==> src/aogtb_pkg.sv <==
// ****************************************************************
// Trim bank constants.
// ****************************************************************
package aogtb_pkg;
  localparam int ADDR_W = 12;
  localparam int BYTE_W = 8;
  localparam int OFS_W = 12;
  localparam int OFS_REG_W = 16;
  localparam int GAIN_W = 5;
  localparam int NUM_OFS = 2;
  localparam int NUM_GAIN = 8;
  // Byte addresses; each 16-bit offset register spans two bytes.
  localparam logic [11:0] OFS_INPUT_A_ADDR = 12'h034C;
  localparam logic [11:0] OFS_INPUT_B_ADDR = 12'h034E;
  localparam logic [11:0] GAIN_CA_B0_DUAL_ADDR = 12'h0350;
  localparam logic [11:0] GAIN_CA_B1_DUAL_ADDR = 12'h0351;
  localparam logic [11:0] GAIN_CB_B0_DUAL_ADDR = 12'h0352;
  localparam logic [11:0] GAIN_CB_B1_DUAL_ADDR = 12'h0353;
  localparam logic [11:0] GAIN_CA_B0_SINGLE_ADDR = 12'h0354;
  localparam logic [11:0] GAIN_CA_B1_SINGLE_ADDR = 12'h0355;
  localparam logic [11:0] GAIN_CB_B0_SINGLE_ADDR = 12'h0356;
  localparam logic [11:0] GAIN_CB_B1_SINGLE_ADDR = 12'h0357;
  // Gain array index of each trim; single-channel set starts at 4.
  localparam logic [2:0] GIDX_CA_B0 = 3'h0;
  localparam logic [2:0] GIDX_CA_B1 = 3'h1;
  localparam logic [2:0] GIDX_CB_B0 = 3'h2;
  localparam logic [2:0] GIDX_CB_B1 = 3'h3;
  localparam logic [2:0] GIDX_SINGLE = 3'h4;
  localparam logic [15:0] OFS_RESET = 16'h0000;
  localparam logic [7:0] GAIN_RESET = 8'h00;
  localparam logic [7:0] RDATA_UNMAPPED = 8'h00;
  localparam logic [3:0] OFS_RSVD_FUSE = 4'h0;
  localparam logic [2:0] GAIN_RSVD_FUSE = 3'h0;
  localparam logic [11:0] OFS_DISABLED = 12'h000;
  localparam logic [4:0] GAIN_DISABLED = 5'h00;
endpackage

==> src/aogtb_trim_if.sv <==
`timescale 1ns/1ps
// ****************************************************************
// Stored trim fields passed from the register bank to the selector.
// ****************************************************************
interface aogtb_trim_if;
  logic [1:0][11:0] offset;
  logic [7:0][4:0] gain;
  modport src (output offset, output gain);
  modport dst (input offset, input gain);
endinterface

==> src/aogtb_trim_select.sv <==
`timescale 1ns/1ps
// ****************************************************************
// Routes the trim set that matches mode and input to the datapath.
// ****************************************************************
module aogtb_trim_select (
  input wire logic clk_sys,
  input wire logic reset,
  aogtb_trim_if.dst trims,
  input wire logic dual_mode,
  input wire logic coreb_input_sel,
  input wire logic fg_cal_en,
  output logic [11:0] coreb_offset,
  output logic [4:0] corea_gain_bank0,
  output logic [4:0] corea_gain_bank1,
  output logic [4:0] coreb_gain_bank0,
  output logic [4:0] coreb_gain_bank1
);
  wire [2:0] set_base = dual_mode ? 3'h0 : aogtb_pkg::GIDX_SINGLE;
  wire [11:0] next_coreb_offset =
    !fg_cal_en ? aogtb_pkg::OFS_DISABLED :
    trims.offset[coreb_input_sel];
  wire [4:0] next_ca0 = fg_cal_en ?
    trims.gain[set_base | aogtb_pkg::GIDX_CA_B0] : aogtb_pkg::GAIN_DISABLED;
  wire [4:0] next_ca1 = fg_cal_en ?
    trims.gain[set_base | aogtb_pkg::GIDX_CA_B1] : aogtb_pkg::GAIN_DISABLED;
  wire [4:0] next_cb0 = fg_cal_en ?
    trims.gain[set_base | aogtb_pkg::GIDX_CB_B0] : aogtb_pkg::GAIN_DISABLED;
  wire [4:0] next_cb1 = fg_cal_en ?
    trims.gain[set_base | aogtb_pkg::GIDX_CB_B1] : aogtb_pkg::GAIN_DISABLED;

  // Raw field values go out unchanged while fg_cal_en is high and as zero while it is low, registered once.
  always_ff @(posedge clk_sys) begin
    if (reset) begin
      coreb_offset <= aogtb_pkg::OFS_DISABLED;
      corea_gain_bank0 <= aogtb_pkg::GAIN_DISABLED;
      corea_gain_bank1 <= aogtb_pkg::GAIN_DISABLED;
      coreb_gain_bank0 <= aogtb_pkg::GAIN_DISABLED;
      coreb_gain_bank1 <= aogtb_pkg::GAIN_DISABLED;
    end else begin
      coreb_offset <= next_coreb_offset;
      corea_gain_bank0 <= next_ca0;
      corea_gain_bank1 <= next_ca1;
      coreb_gain_bank0 <= next_cb0;
      coreb_gain_bank1 <= next_cb1;
    end
  end

  offset_input_sel_a: assert property (
    @(posedge clk_sys) disable iff (reset)
    fg_cal_en |=> coreb_offset == $past(trims.offset[coreb_input_sel]))
    else $error("core B offset does not follow selected input");
  dual_gain_route_a: assert property (
    @(posedge clk_sys) disable iff (reset)
    fg_cal_en && dual_mode |=> corea_gain_bank1 == $past(trims.gain[1])
    && coreb_gain_bank0 == $past(trims.gain[2]))
    else $error("dual mode gain trim misrouted");
  single_gain_route_a: assert property (
    @(posedge clk_sys) disable iff (reset)
    fg_cal_en && !dual_mode |=> corea_gain_bank0 == $past(trims.gain[4])
    && coreb_gain_bank1 == $past(trims.gain[7]))
    else $error("single mode gain trim misrouted");
  cal_off_zero_a: assert property (
    @(posedge clk_sys) disable iff (reset)
    !fg_cal_en |=> coreb_offset == aogtb_pkg::OFS_DISABLED
    && coreb_gain_bank0 == aogtb_pkg::GAIN_DISABLED)
    else $error("trim applied without foreground calibration");
endmodule // aogtb_trim_select

==> src/aogtb_trim_bank.sv <==
`timescale 1ns/1ps
// Behaviour
// - Core B offset trim for input A sits in bits 11:0 of 0x34C.
// - Core B offset trim for input B sits in bits 11:0 of 0x34E.
// - The two core B offsets serve both dual and single channel modes.
// - Offset bits 15:12 are reserved, read/write, and reset to zero.
// - Every offset and gain trim is loaded from fuse memory values.
// - Dual mode uses core A bank gain trims at 0x350 and 0x351.
// - Dual mode uses core B bank gain trims at 0x352 and 0x353.
// - Single mode uses core A bank gain trims at 0x354 and 0x355.
// - Single mode uses core B bank gain trims at 0x356 and 0x357.
// - Gain trims sit in bits 4:0; bits 7:5 are reserved, writable, zero.
module aogtb_trim_bank (
  input wire logic clk_sys,
  input wire logic reset,
  input wire logic reg_wr_en,
  input wire logic reg_rd_en,
  input wire logic [11:0] reg_addr,
  input wire logic [7:0] reg_wdata,
  output logic [7:0] reg_rdata,
  output logic reg_rd_valid,
  input wire logic fuse_load,
  input wire logic [11:0] fuse_offset_input_a,
  input wire logic [11:0] fuse_offset_input_b,
  input wire logic [39:0] fuse_gain,
  input wire logic dual_mode,
  input wire logic coreb_input_sel,
  input wire logic fg_cal_en,
  output logic [11:0] coreb_offset,
  output logic [4:0] corea_gain_bank0,
  output logic [4:0] corea_gain_bank1,
  output logic [4:0] coreb_gain_bank0,
  output logic [4:0] coreb_gain_bank1
);
  // ****************************************************************
  // Address decode.
  // ****************************************************************
  logic [15:0] offset_trim [2];
  logic [7:0] gain_trim [8];

  function automatic logic ofs_hit(input logic [11:0] a);
    return a[11:2] == aogtb_pkg::OFS_INPUT_A_ADDR[11:2];
  endfunction

  function automatic logic gain_hit(input logic [11:0] a);
    return a[11:3] == aogtb_pkg::GAIN_CA_B0_DUAL_ADDR[11:3];
  endfunction

  wire wr_ofs = reg_wr_en && ofs_hit(reg_addr);
  wire wr_gain = reg_wr_en && gain_hit(reg_addr);
  wire ofs_idx = reg_addr[1];
  wire ofs_high = reg_addr[0];
  wire [2:0] gain_idx = reg_addr[2:0];
  wire [7:0] ofs_byte = ofs_high ? offset_trim[ofs_idx][15:8] :
    offset_trim[ofs_idx][7:0];
  wire [7:0] next_rdata = ofs_hit(reg_addr) ? ofs_byte :
    gain_hit(reg_addr) ? gain_trim[gain_idx] : aogtb_pkg::RDATA_UNMAPPED;

  // ****************************************************************
  // Trim storage.
  // ****************************************************************
  // A fuse load overrides a host write in the same cycle.
  always_ff @(posedge clk_sys) begin
    if (reset) begin
      for (int i = 0; i < aogtb_pkg::NUM_OFS; i++) begin
        offset_trim[i] <= aogtb_pkg::OFS_RESET;
      end
      for (int i = 0; i < aogtb_pkg::NUM_GAIN; i++) begin
        gain_trim[i] <= aogtb_pkg::GAIN_RESET;
      end
    end else if (fuse_load) begin
      offset_trim[0] <= {aogtb_pkg::OFS_RSVD_FUSE, fuse_offset_input_a};
      offset_trim[1] <= {aogtb_pkg::OFS_RSVD_FUSE, fuse_offset_input_b};
      for (int i = 0; i < aogtb_pkg::NUM_GAIN; i++) begin
        gain_trim[i] <= {aogtb_pkg::GAIN_RSVD_FUSE,
          fuse_gain[i*aogtb_pkg::GAIN_W +: aogtb_pkg::GAIN_W]};
      end
    end else if (wr_ofs) begin
      if (ofs_high) begin
        offset_trim[ofs_idx][15:8] <= reg_wdata;
      end else begin
        offset_trim[ofs_idx][7:0] <= reg_wdata;
      end
    end else if (wr_gain) begin
      gain_trim[gain_idx] <= reg_wdata;
    end
  end

  always_ff @(posedge clk_sys) begin
    if (reset) begin
      reg_rdata <= aogtb_pkg::RDATA_UNMAPPED;
      reg_rd_valid <= 1'b0;
    end else begin
      reg_rdata <= reg_rd_en ? next_rdata : aogtb_pkg::RDATA_UNMAPPED;
      reg_rd_valid <= reg_rd_en;
    end
  end

  // ****************************************************************
  // Datapath routing.
  // ****************************************************************
  aogtb_trim_if trims ();

  always_comb begin
    for (int i = 0; i < aogtb_pkg::NUM_OFS; i++) begin
      trims.offset[i] = offset_trim[i][11:0];
    end
    for (int i = 0; i < aogtb_pkg::NUM_GAIN; i++) begin
      trims.gain[i] = gain_trim[i][4:0];
    end
  end

  aogtb_trim_select u_select (
    .clk_sys(clk_sys),
    .reset(reset),
    .trims(trims),
    .dual_mode(dual_mode),
    .coreb_input_sel(coreb_input_sel),
    .fg_cal_en(fg_cal_en),
    .coreb_offset(coreb_offset),
    .corea_gain_bank0(corea_gain_bank0),
    .corea_gain_bank1(corea_gain_bank1),
    .coreb_gain_bank0(coreb_gain_bank0),
    .coreb_gain_bank1(coreb_gain_bank1)
  );

  // ****************************************************************
  // Checks.
  // ****************************************************************
  read_pulse_a: assert property (@(posedge clk_sys) disable iff (reset)
    reg_rd_en |=> reg_rd_valid ##1 (reg_rd_valid == $past(reg_rd_en)))
    else $error("read answer not one cycle after request");
  fuse_load_a: assert property (
    @(posedge clk_sys) disable iff (reset)
    fuse_load |=> offset_trim[1] == {aogtb_pkg::OFS_RSVD_FUSE,
    $past(fuse_offset_input_b)}
    && gain_trim[7] == {aogtb_pkg::GAIN_RSVD_FUSE, $past(fuse_gain[39:35])})
    else $error("fuse values not loaded");
  ofs_rsvd_rw_a: assert property (
    @(posedge clk_sys) disable iff (reset)
    reg_wr_en && !fuse_load && reg_addr == 12'h034D |=>
    offset_trim[0][15:12] == $past(reg_wdata[7:4]))
    else $error("offset reserved bits not writable");
  gain_write_a: assert property (
    @(posedge clk_sys) disable iff (reset)
    reg_wr_en && !fuse_load && reg_addr == aogtb_pkg::GAIN_CB_B1_DUAL_ADDR
    |=> gain_trim[3] == $past(reg_wdata))
    else $error("gain register write lost");
  offset_readback_a: assert property (
    @(posedge clk_sys) disable iff (reset)
    reg_rd_en && reg_addr == aogtb_pkg::OFS_INPUT_B_ADDR |=>
    reg_rdata == $past(offset_trim[1][7:0]))
    else $error("offset low byte readback wrong");
  unmapped_zero_a: assert property (@(posedge clk_sys) disable iff (reset)
    reg_rd_en && reg_addr == 12'h0358 |=> reg_rdata == 8'h00)
    else $error("unmapped read not zero");

  // The read answer must not linger or appear without a request.
  rd_idle_zero_a: assert property (
    @(posedge clk_sys) disable iff (reset)
    !reg_rd_en |=> !reg_rd_valid
    && reg_rdata == aogtb_pkg::RDATA_UNMAPPED)
    else $error("read answer outside a read");
  reset_clear_a: assert property (
    @(posedge clk_sys)
    reset |=> offset_trim[0] == aogtb_pkg::OFS_RESET
    && offset_trim[1] == aogtb_pkg::OFS_RESET
    && gain_trim[0] == aogtb_pkg::GAIN_RESET
    && gain_trim[7] == aogtb_pkg::GAIN_RESET)
    else $error("trims not cleared by reset");
  ofs_a_low_write_a: assert property (
    @(posedge clk_sys) disable iff (reset)
    reg_wr_en && !fuse_load && reg_addr == aogtb_pkg::OFS_INPUT_A_ADDR |=>
    offset_trim[0][7:0] == $past(reg_wdata))
    else $error("input A offset low byte write lost");
  ofs_b_high_write_a: assert property (
    @(posedge clk_sys) disable iff (reset)
    reg_wr_en && !fuse_load
    && reg_addr == (aogtb_pkg::OFS_INPUT_B_ADDR | 12'h001) |=>
    offset_trim[1][15:8] == $past(reg_wdata))
    else $error("input B offset high byte write lost");
  ofs_high_keeps_low_a: assert property (
    @(posedge clk_sys) disable iff (reset)
    reg_wr_en && !fuse_load && reg_addr == 12'h034D |=>
    offset_trim[0][7:0] == $past(offset_trim[0][7:0]))
    else $error("high byte write disturbed low byte");
  gain_dual_a0_a: assert property (
    @(posedge clk_sys) disable iff (reset)
    reg_wr_en && !fuse_load && reg_addr == aogtb_pkg::GAIN_CA_B0_DUAL_ADDR
    |=> gain_trim[0] == $past(reg_wdata))
    else $error("dual core A bank 0 gain write lost");
  gain_dual_a1_a: assert property (
    @(posedge clk_sys) disable iff (reset)
    reg_wr_en && !fuse_load && reg_addr == aogtb_pkg::GAIN_CA_B1_DUAL_ADDR
    |=> gain_trim[1] == $past(reg_wdata))
    else $error("dual core A bank 1 gain write lost");
  gain_dual_b0_a: assert property (
    @(posedge clk_sys) disable iff (reset)
    reg_wr_en && !fuse_load && reg_addr == aogtb_pkg::GAIN_CB_B0_DUAL_ADDR
    |=> gain_trim[2] == $past(reg_wdata))
    else $error("dual core B bank 0 gain write lost");
  gain_single_a0_a: assert property (
    @(posedge clk_sys) disable iff (reset)
    reg_wr_en && !fuse_load && reg_addr == aogtb_pkg::GAIN_CA_B0_SINGLE_ADDR
    |=> gain_trim[4] == $past(reg_wdata))
    else $error("single core A bank 0 gain write lost");
  gain_single_a1_a: assert property (
    @(posedge clk_sys) disable iff (reset)
    reg_wr_en && !fuse_load && reg_addr == aogtb_pkg::GAIN_CA_B1_SINGLE_ADDR
    |=> gain_trim[5] == $past(reg_wdata))
    else $error("single core A bank 1 gain write lost");
  gain_single_b0_a: assert property (
    @(posedge clk_sys) disable iff (reset)
    reg_wr_en && !fuse_load && reg_addr == aogtb_pkg::GAIN_CB_B0_SINGLE_ADDR
    |=> gain_trim[6] == $past(reg_wdata))
    else $error("single core B bank 0 gain write lost");
  gain_single_b1_a: assert property (
    @(posedge clk_sys) disable iff (reset)
    reg_wr_en && !fuse_load && reg_addr == aogtb_pkg::GAIN_CB_B1_SINGLE_ADDR
    |=> gain_trim[7] == $past(reg_wdata))
    else $error("single core B bank 1 gain write lost");
  gain_readback_a: assert property (
    @(posedge clk_sys) disable iff (reset)
    reg_rd_en && gain_hit(reg_addr) |=>
    reg_rdata == $past(gain_trim[gain_idx]))
    else $error("gain register readback wrong");
  fuse_beats_write_a: assert property (
    @(posedge clk_sys) disable iff (reset)
    fuse_load && reg_wr_en && reg_addr == aogtb_pkg::GAIN_CA_B0_DUAL_ADDR
    |=> gain_trim[0] == {aogtb_pkg::GAIN_RSVD_FUSE, $past(fuse_gain[4:0])})
    else $error("host write beat a fuse load");
  unmapped_write_a: assert property (
    @(posedge clk_sys) disable iff (reset)
    reg_wr_en && !fuse_load && !ofs_hit(reg_addr) && !gain_hit(reg_addr)
    |=> offset_trim[0] == $past(offset_trim[0])
    && gain_trim[0] == $past(gain_trim[0]))
    else $error("unmapped write changed a trim");
endmodule // aogtb_trim_bank

==> config.mk <==
export PLATFORM = sky130hd
export DESIGN_NAME = aogtb_trim_bank
export DESIGN_NICKNAME = d
export VERILOG_FILES = /design/src/aogtb_pkg.sv /design/src/aogtb_trim_if.sv /design/src/aogtb_trim_select.sv /design/src/aogtb_trim_bank.sv
export SDC_FILE = /design/constraint.sdc
export NUM_CORES = 1
export LEC_CHECK = 0
export BUFFER_PORTS_ARGS = -buffer_cell sky130_fd_sc_hd__clkbuf_2
export CORE_ASPECT_RATIO = 1.75
export CORE_MARGIN = 2
export CORE_UTILIZATION = 40
export CTS_BUF_LIST = sky130_fd_sc_hd__clkbuf_16
export DETAILED_ROUTE_END_ITERATION = 16
export PLACE_DENSITY_LB_ADDON = 0.25
export SYNTH_ARGS = -nofsm -noshare
export SYNTH_HDL_FRONTEND = slang
export SYNTH_HIERARCHICAL = 1
export SYNTH_SLANG_ARGS = --single-unit
==> constraint.sdc <==
create_clock -name clk_sys -period 2.4 [get_ports clk_sys]
set_input_delay 0.36 -clock clk_sys [delete_from_list [all_inputs] [get_ports clk_sys]]
set_output_delay 0.36 -clock clk_sys [all_outputs]
set_load 0.01 [all_outputs]
* Word-level counts from Yosys, hierarchy flattened
Memories as Yosys holds them, arrays and structs flattened.
Index checks and enable logic that the tools add are counted.
** Word-level totals
- Memories :: 2
- Input bits :: 92
- Logic and storage cells :: 84
- Output and inout bits :: 41
- Bits in writable memories :: 96
- Bits in latches :: 0
- Register bits after elaboration :: 41
- Bits in read-only memories :: 0
** Cells by class
- $add $sub $neg :: 0
- Multipliers :: 0
- Shift operators :: 0
- Bitwise gates (word level) :: 12
- Order comparisons :: 5
- Eq/ne operators :: 2
- Multiplexer cells :: 50
- Reduce and logical (&&, ||, !) cells :: 6
- Divide/modulo/power cells :: 0
** Memories
- gain_trim :: words 8, bits a word 8, rd ports 9, clocked after Yosys merged registers in 0, write ports 8, RTL line aogtb_trim_bank.sv:39 : logic [7:0] gain_trim [8];
- offset_trim :: words 2, bits a word 16, rd ports 3, clocked after Yosys merged registers in 0, write ports 2, RTL line aogtb_trim_bank.sv:38 : logic [15:0] offset_trim [2];
** Operator list (count)
- 8-bit 2-to-1 mux :: 12
- 16-bit 2-to-1 mux :: 3
- 5-bit 2-to-1 mux :: 5
- 12-bit 2-to-1 mux :: 2
- 1-bit 2-to-1 mux :: 22
- 5-bit binary-select mux with 2-bit select :: 2
- 3-bit by 4-bit < comparator with 1-bit output, second input constant :: 4
- 16-bit OR reduction :: 1
- 5-bit binary-select mux with 3-bit select :: 1
- 10-bit by 8-bit == test with 1-bit output, second input constant :: 1
- 1-bit OR :: 10
- 9-bit by 7-bit == test with 1-bit output, second input constant :: 1
- 8-bit OR reduction :: 1
- 3-bit 2-to-1 mux :: 2
- 2-bit OR reduction :: 2
- 1-bit logical AND :: 2
- 1-bit by 2-bit < comparator with 1-bit output, second input constant :: 1
- 2-bit 2-to-1 mux :: 1
- 1-bit inverter :: 2

* Logic depth before layout (Yosys ltp)
Gate-level depths: netlist of run 1.
- Depth after elaboration :: 9
- Mapped depth :: 7
- Mapped depth without buffers :: 4

* Cells and area by module
Netlist of run 1, hierarchy kept.
** Modules (own cells, without submodules)
- aogtb_trim_bank :: times used 1, seq. area each 3062.9 µm², area an instance 5206.2 µm², cells an instance 357
- aogtb_trim_select :: times used 1, seq. area each 640.6 µm², area an instance 1136.1 µm², cells an instance 103

* Worst setup path after synthesis of run 1
No wires, ideal clock.
- Path kind :: input to register
- Start :: in reg_addr[7]
- End :: mem offset_trim[1][0], enable pin
- Data arrival time :: 1.571 ns
- Stages on the path :: 3
- Path buffers :: 0
- Data required time :: 2.016 ns
- Path slack :: 0.445 ns
- Setup time :: 0.384 ns
- Path through :: and4bb_2 nand4_2 o21ai_0
** RTL lines
- start: declaration :: RTL line aogtb_trim_bank.sv:18 : input wire logic [11:0] reg_addr,
- end: declaration :: RTL line aogtb_trim_bank.sv:38

==> metrics.csv, run 1 <==
stage,metric,value,unit
synthesis,synth_edf_count,96,
sta,slew_headroom,0.522,
clocking,cts_resized,0,
setup_path,endpoint_kind,register,
floorplanning,start_util,0.410,
sta,hold_viol,0,
synthesis,synth_nets,552,
global_route,grt_usage,0.209,
global_route,antenna_found_initial,0,
sta,setup_viol,0,
power,powerDensity,757,nW/um2
placed_design,hpwl,13300,um
synthesis,synth-main-ff-cell,edfxtp_1,
clocking,cts_setup_buffers,0,
sta,worst_slew_pin_slew,0.716,ns
power,p_int,4.55,mW
synthesis,yosysWarnings,6,
layout,num-fill-cells,1366,
synthesis,ys_ff_latch,137,
route,drt-total-wl,17300,um
clocking,clock_path_buffers,2,
route,wl_per_cell,21.5,um
route,detail-route-antenna-nets,0,
sta,rsz0062_at_grt,false,
global_route,gr-total-overflow,0,
route,drt-initial-drc-count,261,
placed_design,port-buffer-count,132,
sta,fin_ws,0.663,ns
synthesis,postSynth.asyncResetShare,0,
floorplanning,ios,133,
clocking,cts_root_buf,clkbuf_16,
route,drt-pass1-iter-count,5,
synthesis,ys_seq_area_frac,0.584,
global_route,first_global_vias,4622,
layout,drive_gt1_frac,0.384,
layout,antenna_cells,0,
placed_design,dpl_worst_slack,0.212,ns
clocking,numCtsBuffers,17,
setup_path,path_class,input pin to register,
outcome,outcome,"finished, final reports clean",
power,swShare,0.239,
sta,setup_tns,0,ns
floorplanning,die_area,16900,um2
setup_path,cp-start-kind,input pin,
route,drc,0,
power,p_comb_frac,0.092,
clocking,cts_tree,built,
sta,fin_crit,1.74,ns
setup_path,critPathMaxFanout,16,
placed_design,place_inst,774,
power,power_frac_seq,0.460,
floorplanning,coreArea,15500,um2
clocking,ctsHoldBuffers,0,
global_route,grt_max_degree,55,
sta,max_clock_freq,576,MHz
layout,nNetsFinal,699,
power,p_switching,1.43,mW
floorplanning,rows,60,
synthesis,synth_top_cell_area_share,0.455,
setup_path,worstPathRequired,2.46,ns
power,power.leakage,3.36,nW
clocking,clock_sinks,137,
floorplanning,die_x,99.2,um
flow_run,drv_cap,0,
synthesis,synthTopCellsByArea,"edfxtp_1, dfxtp_1, a22o_1, mux2i_1, mux4_2",
sta,fin_worst_skew,0.00867,ns
layout,fin_util,0.511,
route,via_per_inst,5.53,
floorplanning,die-height,171,um
clocking,insertion_delay,0.42,ns
synthesis,yosysTopAreaCell,edfxtp_1,
min_path,hold_class,input pin to register,
synthesis,synth_area,6340,um2
route,num_vias,4455,
clocking,h-tree-depth,4,
global_route,grt_first_pass_wirelength,26000,um
power,ir_worst_vdd,0.547,mV
layout,syn_to_final_growth,24.6,%
sta,report.final.slew_viol_count,0,
clocking,cts.clk_slew.worst_paths,0.06,ns
synthesis,synth_cell_types,44,
synthesis,syn_avg_cell_area,13.8,um2
layout,final_cells,806,
power,pwr-share-clk,0.448,
synthesis,netlist_instances,460,
sta,period_share,0.724,
placed_design,place.gp.congestion,0.846,
setup_path,arrival,1.79,ns
[layout make-up]
cell class,instances,area [um2],share of cell area
clock buffers,18,450,0.0570
clock inverters,14,160,0.0203
inverters,11,41.3,0.00522
multi-input cells,280,2430,0.308
flip-flops and latches,137,3700,0.469
well taps,186,233,0.0294
repair buffers,160,883,0.112
[path summary, 6_finish.rpt]
check	startpoint	end	slack, ns	cells past startpoint
min	reg_rd_en	reg_rd_valid	0.23	2
max	reg_addr[0]	gain_trim[5][4]	0.66	4
max reg2reg	gain_trim[6][2]	reg_rdata[2]	0.94	3
min reg2reg	gain_trim[0][0]	u_select/corea_gain_bank0[0]	0.52	2
[power groups by stage]
stage	Clock, mW	Sequential [mW]	Combinational [mW]
2_1_floorplan	0	2.78	0.321
3_3_place_gp	0	2.80	0.544
3_5_place_dp	0	2.80	0.552
4_1_cts	2.70	2.75	0.555
5_1_grt	2.78	2.76	0.595
6_report	2.68	2.75	0.552
[worst max-delay path: stages]
cell and delay (ns):
clkbuf_2 0.39, nand2_1 0.33, nor4_4 0.24, nand2b_1 0.46
[kinds of logic (layout without fill, tap and decap cells)]
| logic type | count (synthesis) | after routing | synth area share |
|---|---|---|---|
| flip-flops | 137 | 137 | 0.584 |
| AND/OR/NAND/NOR | 132 | 132 | 0.135 |
| AO/OA/AOI/OAI | 80 | 80 | 0.104 |
| multiplexers | 68 | 68 | 0.144 |
| buffers and inverters | 43 | 203 | 0.0337 |
[layer usage]
layer / wire, um / global-route usage / vias up
li1: - / - / 2046
met1: 6250 / 0.225 / 2187
met2: 9730 / 0.393 / 192
met3: 913 / 0.0392 / 30
met4: 424 / 0.0864 / 0
met5: 0 / 0 / -
[cells in the mapped netlist, drive strengths merged, types with 11 or more instances]
library cell / number
clkbuf: 17
mux4: 17
dfxtp: 41
inv: 11
and2: 33
a22o: 54
mux2i: 40
mux2: 11
buf: 15
nand2b: 12
edfxtp: 96
nor2b: 18
nor2: 40
[placed cells by master (no fill, tap or decap), types with 2 or more instances in the layout]
| master | n |
|---|---|
| a22oi_1 | 2 |
| clkbuf_2 | 132 |
| o22ai_1 | 5 |
| mux2_2 | 11 |
| and2_1 | 33 |
| nand2_1 | 5 |
| nand3_1 | 2 |
| nor4_4 | 4 |
| o32ai_1 | 3 |
| nor2_2 | 2 |
| and4bb_2 | 2 |
| dfxtp_1 | 41 |
| o221ai_1 | 3 |
| edfxtp_1 | 96 |
| nor4_1 | 2 |
| a211oi_1 | 2 |
| bufinv_16 | 2 |
| inv_6 | 5 |
| mux2i_1 | 40 |
| buf_4 | 27 |
| nand2b_1 | 12 |
| clkinvlp_4 | 2 |
| clkbuf_16 | 18 |
| nor2b_1 | 17 |
| nor3_4 | 4 |
| nor3_1 | 2 |
| o21ai_0 | 6 |
| inv_1 | 11 |
| mux4_2 | 16 |
| nor2_1 | 38 |
| clkinv_4 | 4 |
| a22o_1 | 54 |
[registers in the layout, indices dropped and copies added, names as in the netlist]
register                   flops
gain_trim                     64
offset_trim                   32
u_select/coreb_offset         12
reg_rdata                      8
u_select/corea_gain_bank0      5
u_select/corea_gain_bank1      5
u_select/coreb_gain_bank0      5
u_select/coreb_gain_bank1      5
reg_rd_valid                   1
[per-stage QoR]
stage | power, mW | hold slack [ns] | area [um2]
floorplan | 3.10 | 0.455 | 6340
global placement | 3.34 | 0.491 | 7290
detailed placement | 3.35 | 0.497 | 7290
CTS | 6.00 | 0.224 | 7900
global route | 6.14 | 0.239 | 7900
finish | 5.98 | 0.227 | 7900
Note: power is estimated with default switching activity, not from simulation.
==> run 2: changes to the inputs <==
- clock period: 2.4 -> 1.8 ns (I/O delays scaled with it)
==> metrics.csv, run 2 (same netlist as run 1, synthesis figures left out) <==
stage,metric,value,unit,change
floorplanning,die-height,171,um,unchanged
flow_run,drv_cap,0,,unchanged
global_route,grt_usage,0.213,,+0.00460
setup_path,critPathMaxFanout,6,,-10
layout,syn_to_final_growth,28.4,%,
sta,rsz0062_at_grt,false,,
clocking,cts_root_buf,clkbuf_16,,
layout,drive_gt1_frac,0.409,,+0.0251
clocking,numCtsBuffers,17,,unchanged
route,drt-total-wl,17800,um,+2.6%
layout,mostFrequentLayoutCell,clkbuf_2,,
layout,layout_common_cells,"clkbuf_2, edfxtp_1, a22o_1, buf_4, dfxtp_1",,
setup_path,cp-start-kind,input pin,,
sta,max_clock_freq,658,MHz,
power,swShare,0.250,,+0.0102
clocking,cts_resized,0,,unchanged
placed_design,hpwl,13800,um,+3.6%
setup_path,endpoint_kind,register,,
placed_design,place.gp.congestion,0.876,,+3.5%
layout,antenna_cells,0,,unchanged
power,p_comb_frac,0.099,,+0.007
placed_design,dpl_worst_slack,-0.162,ns,-0.374 ns
route,wl_per_cell,21.4,um,-0.22%
power,power_frac_seq,0.463,,+0.003
sta,setup_viol,0,,unchanged
sta,slew_headroom,0.431,,-0.0910
power,ir_worst_vdd,0.493,mV,-9.9%
route,drt-pass1-iter-count,5,,unchanged
floorplanning,die_area,16900,um2,unchanged
route,drc,0,,unchanged
sta,fin_crit,1.52,ns,
placed_design,port-buffer-count,132,,unchanged
clocking,clock_path_buffers,2,,unchanged
power,power.leakage,3.50,nW,+4.1%
route,drt-initial-drc-count,295,,+13%
clocking,h-tree-depth,4,,unchanged
power,powerDensity,973,nW/um2,+29%
global_route,grt_first_pass_wirelength,26400,um,+1.5%
sta,period_share,0.844,,
sta,worst_slew_pin_slew,0.851,ns,+0.135 ns
sta,fin_ws,0.281,ns,-0.382 ns
outcome,outcome,"finished, final reports clean",,
global_route,gr-total-overflow,0,,unchanged
global_route,antenna_found_initial,0,,unchanged
floorplanning,die_x,99.2,um,unchanged
clocking,insertion_delay,0.42,ns,about the same
power,power,7.92,mW,+32%
layout,nNetsFinal,722,,+3.3%
layout,largest_register,gain_trim,,
route,num_vias,4561,,+2.4%
sta,holdWs,0.137,ns,-0.0905 ns
layout,fin_util,0.527,,+0.0155
setup_path,arrival,1.69,ns,-0.10 ns
sta,report.final.slew_viol_count,0,,unchanged
power,pwr-share-clk,0.437,,-0.011
clocking,cts.clk_slew.worst_paths,0.06,ns,about the same
power,p_int,5.94,mW,+31%
global_route,first_global_vias,4699,,+1.7%
layout,top_regs,"gain_trim: 64 flops, offset_trim: 32 flops, u_select/coreb_offset: 12 flops",,
floorplanning,coreArea,15500,um2,unchanged
setup_path,worstPathRequired,1.97,ns,-0.49 ns
layout,final_cells,829,,+2.9%
layout,largest_register_ffs,64,,unchanged
floorplanning,start_util,0.410,,unchanged
min_path,hold_class,input pin to register,,
route,via_per_inst,5.50,,-0.46%
power,p_switching,1.98,mW,+38%
global_route,grt_max_degree,36,,-35%
clocking,ctsHoldBuffers,0,,unchanged
floorplanning,ios,133,,unchanged
sta,fin_worst_skew,0.00944,ns,+0.000770 ns
sta,hold_viol,0,,unchanged
clocking,clock_sinks,137,,unchanged
clocking,cts_setup_buffers,0,,unchanged
route,detail-route-antenna-nets,0,,unchanged
clocking,cts_tree,built,,
placed_design,place_inst,797,,+3.0%
setup_path,path_class,input pin to register,,
floorplanning,rows,60,,unchanged
[run 2: changes by cell type in the layout (fill, tap and decap cells not counted), sizes merged]
cell,before,now
clkbuf,150,151
buf,28,51
inv,17,21
clkinv,4,2
bufinv,2,0
clkinvlp,2,1
[run 2: final cells by class]
class | instances | area [um2]
tap | 186 | 233
timing repair buffer | 183 | 1130
clock inverter | 13 | 121
clock buffer | 19 | 475
multi-input combinational | 280 | 2440
inverter | 11 | 41.3
fill | 1335 | 7320
sequential | 137 | 3700
[run 2: routing by layer]
layer,GRT usage,part of all wire,up-vias
met1,0.232,0.36,2245
met2,0.401,0.56,189
met3,0.0392,0.055,30
met4,0.0864,0.024,0
li1,-,-,2097
met5,0,0,-
[run 2: final timing paths]
| check | from | end | slack [ns] | cells after the start |
|---|---|---|---|---|
| setup / recovery | reg_addr[11] | gain_trim[6][4] | 0.28 | 5 |
| hold / removal | fuse_offset_input_a[5] | offset_trim[0][5] | 0.14 | 2 |
| setup reg to reg | gain_trim[7][1] | reg_rdata[1] | 0.33 | 3 |
| hold reg to reg | gain_trim[1][3] | u_select/corea_gain_bank1[3] | 0.52 | 2 |
[run 2: power by group through the flow]
stage,logic (mW),clock network (mW),registers (mW)
floorplan,0.429,0,3.71
global placement,0.773,0,3.73
detailed placement,0.785,0,3.74
CTS,0.790,3.52,3.67
global route,0.849,3.63,3.68
finish,0.788,3.46,3.67
[run 2: per-stage QoR]
stage / instance area [um2] / setup TNS, ns
global route: 8140 / 0
detailed placement: 7550 / -8.09
CTS: 8140 / 0
global placement: 7550 / -3.86
floorplan: 6350 / -1.50
finish: 8140 / 0
[run 2: worst max-delay path, cell delays in order]
cell and delay, ns:
clkbuf_2 0.11, nor3b_4 0.34, nand4b_1 0.21, nor3_4 0.37, mux2_2 0.38
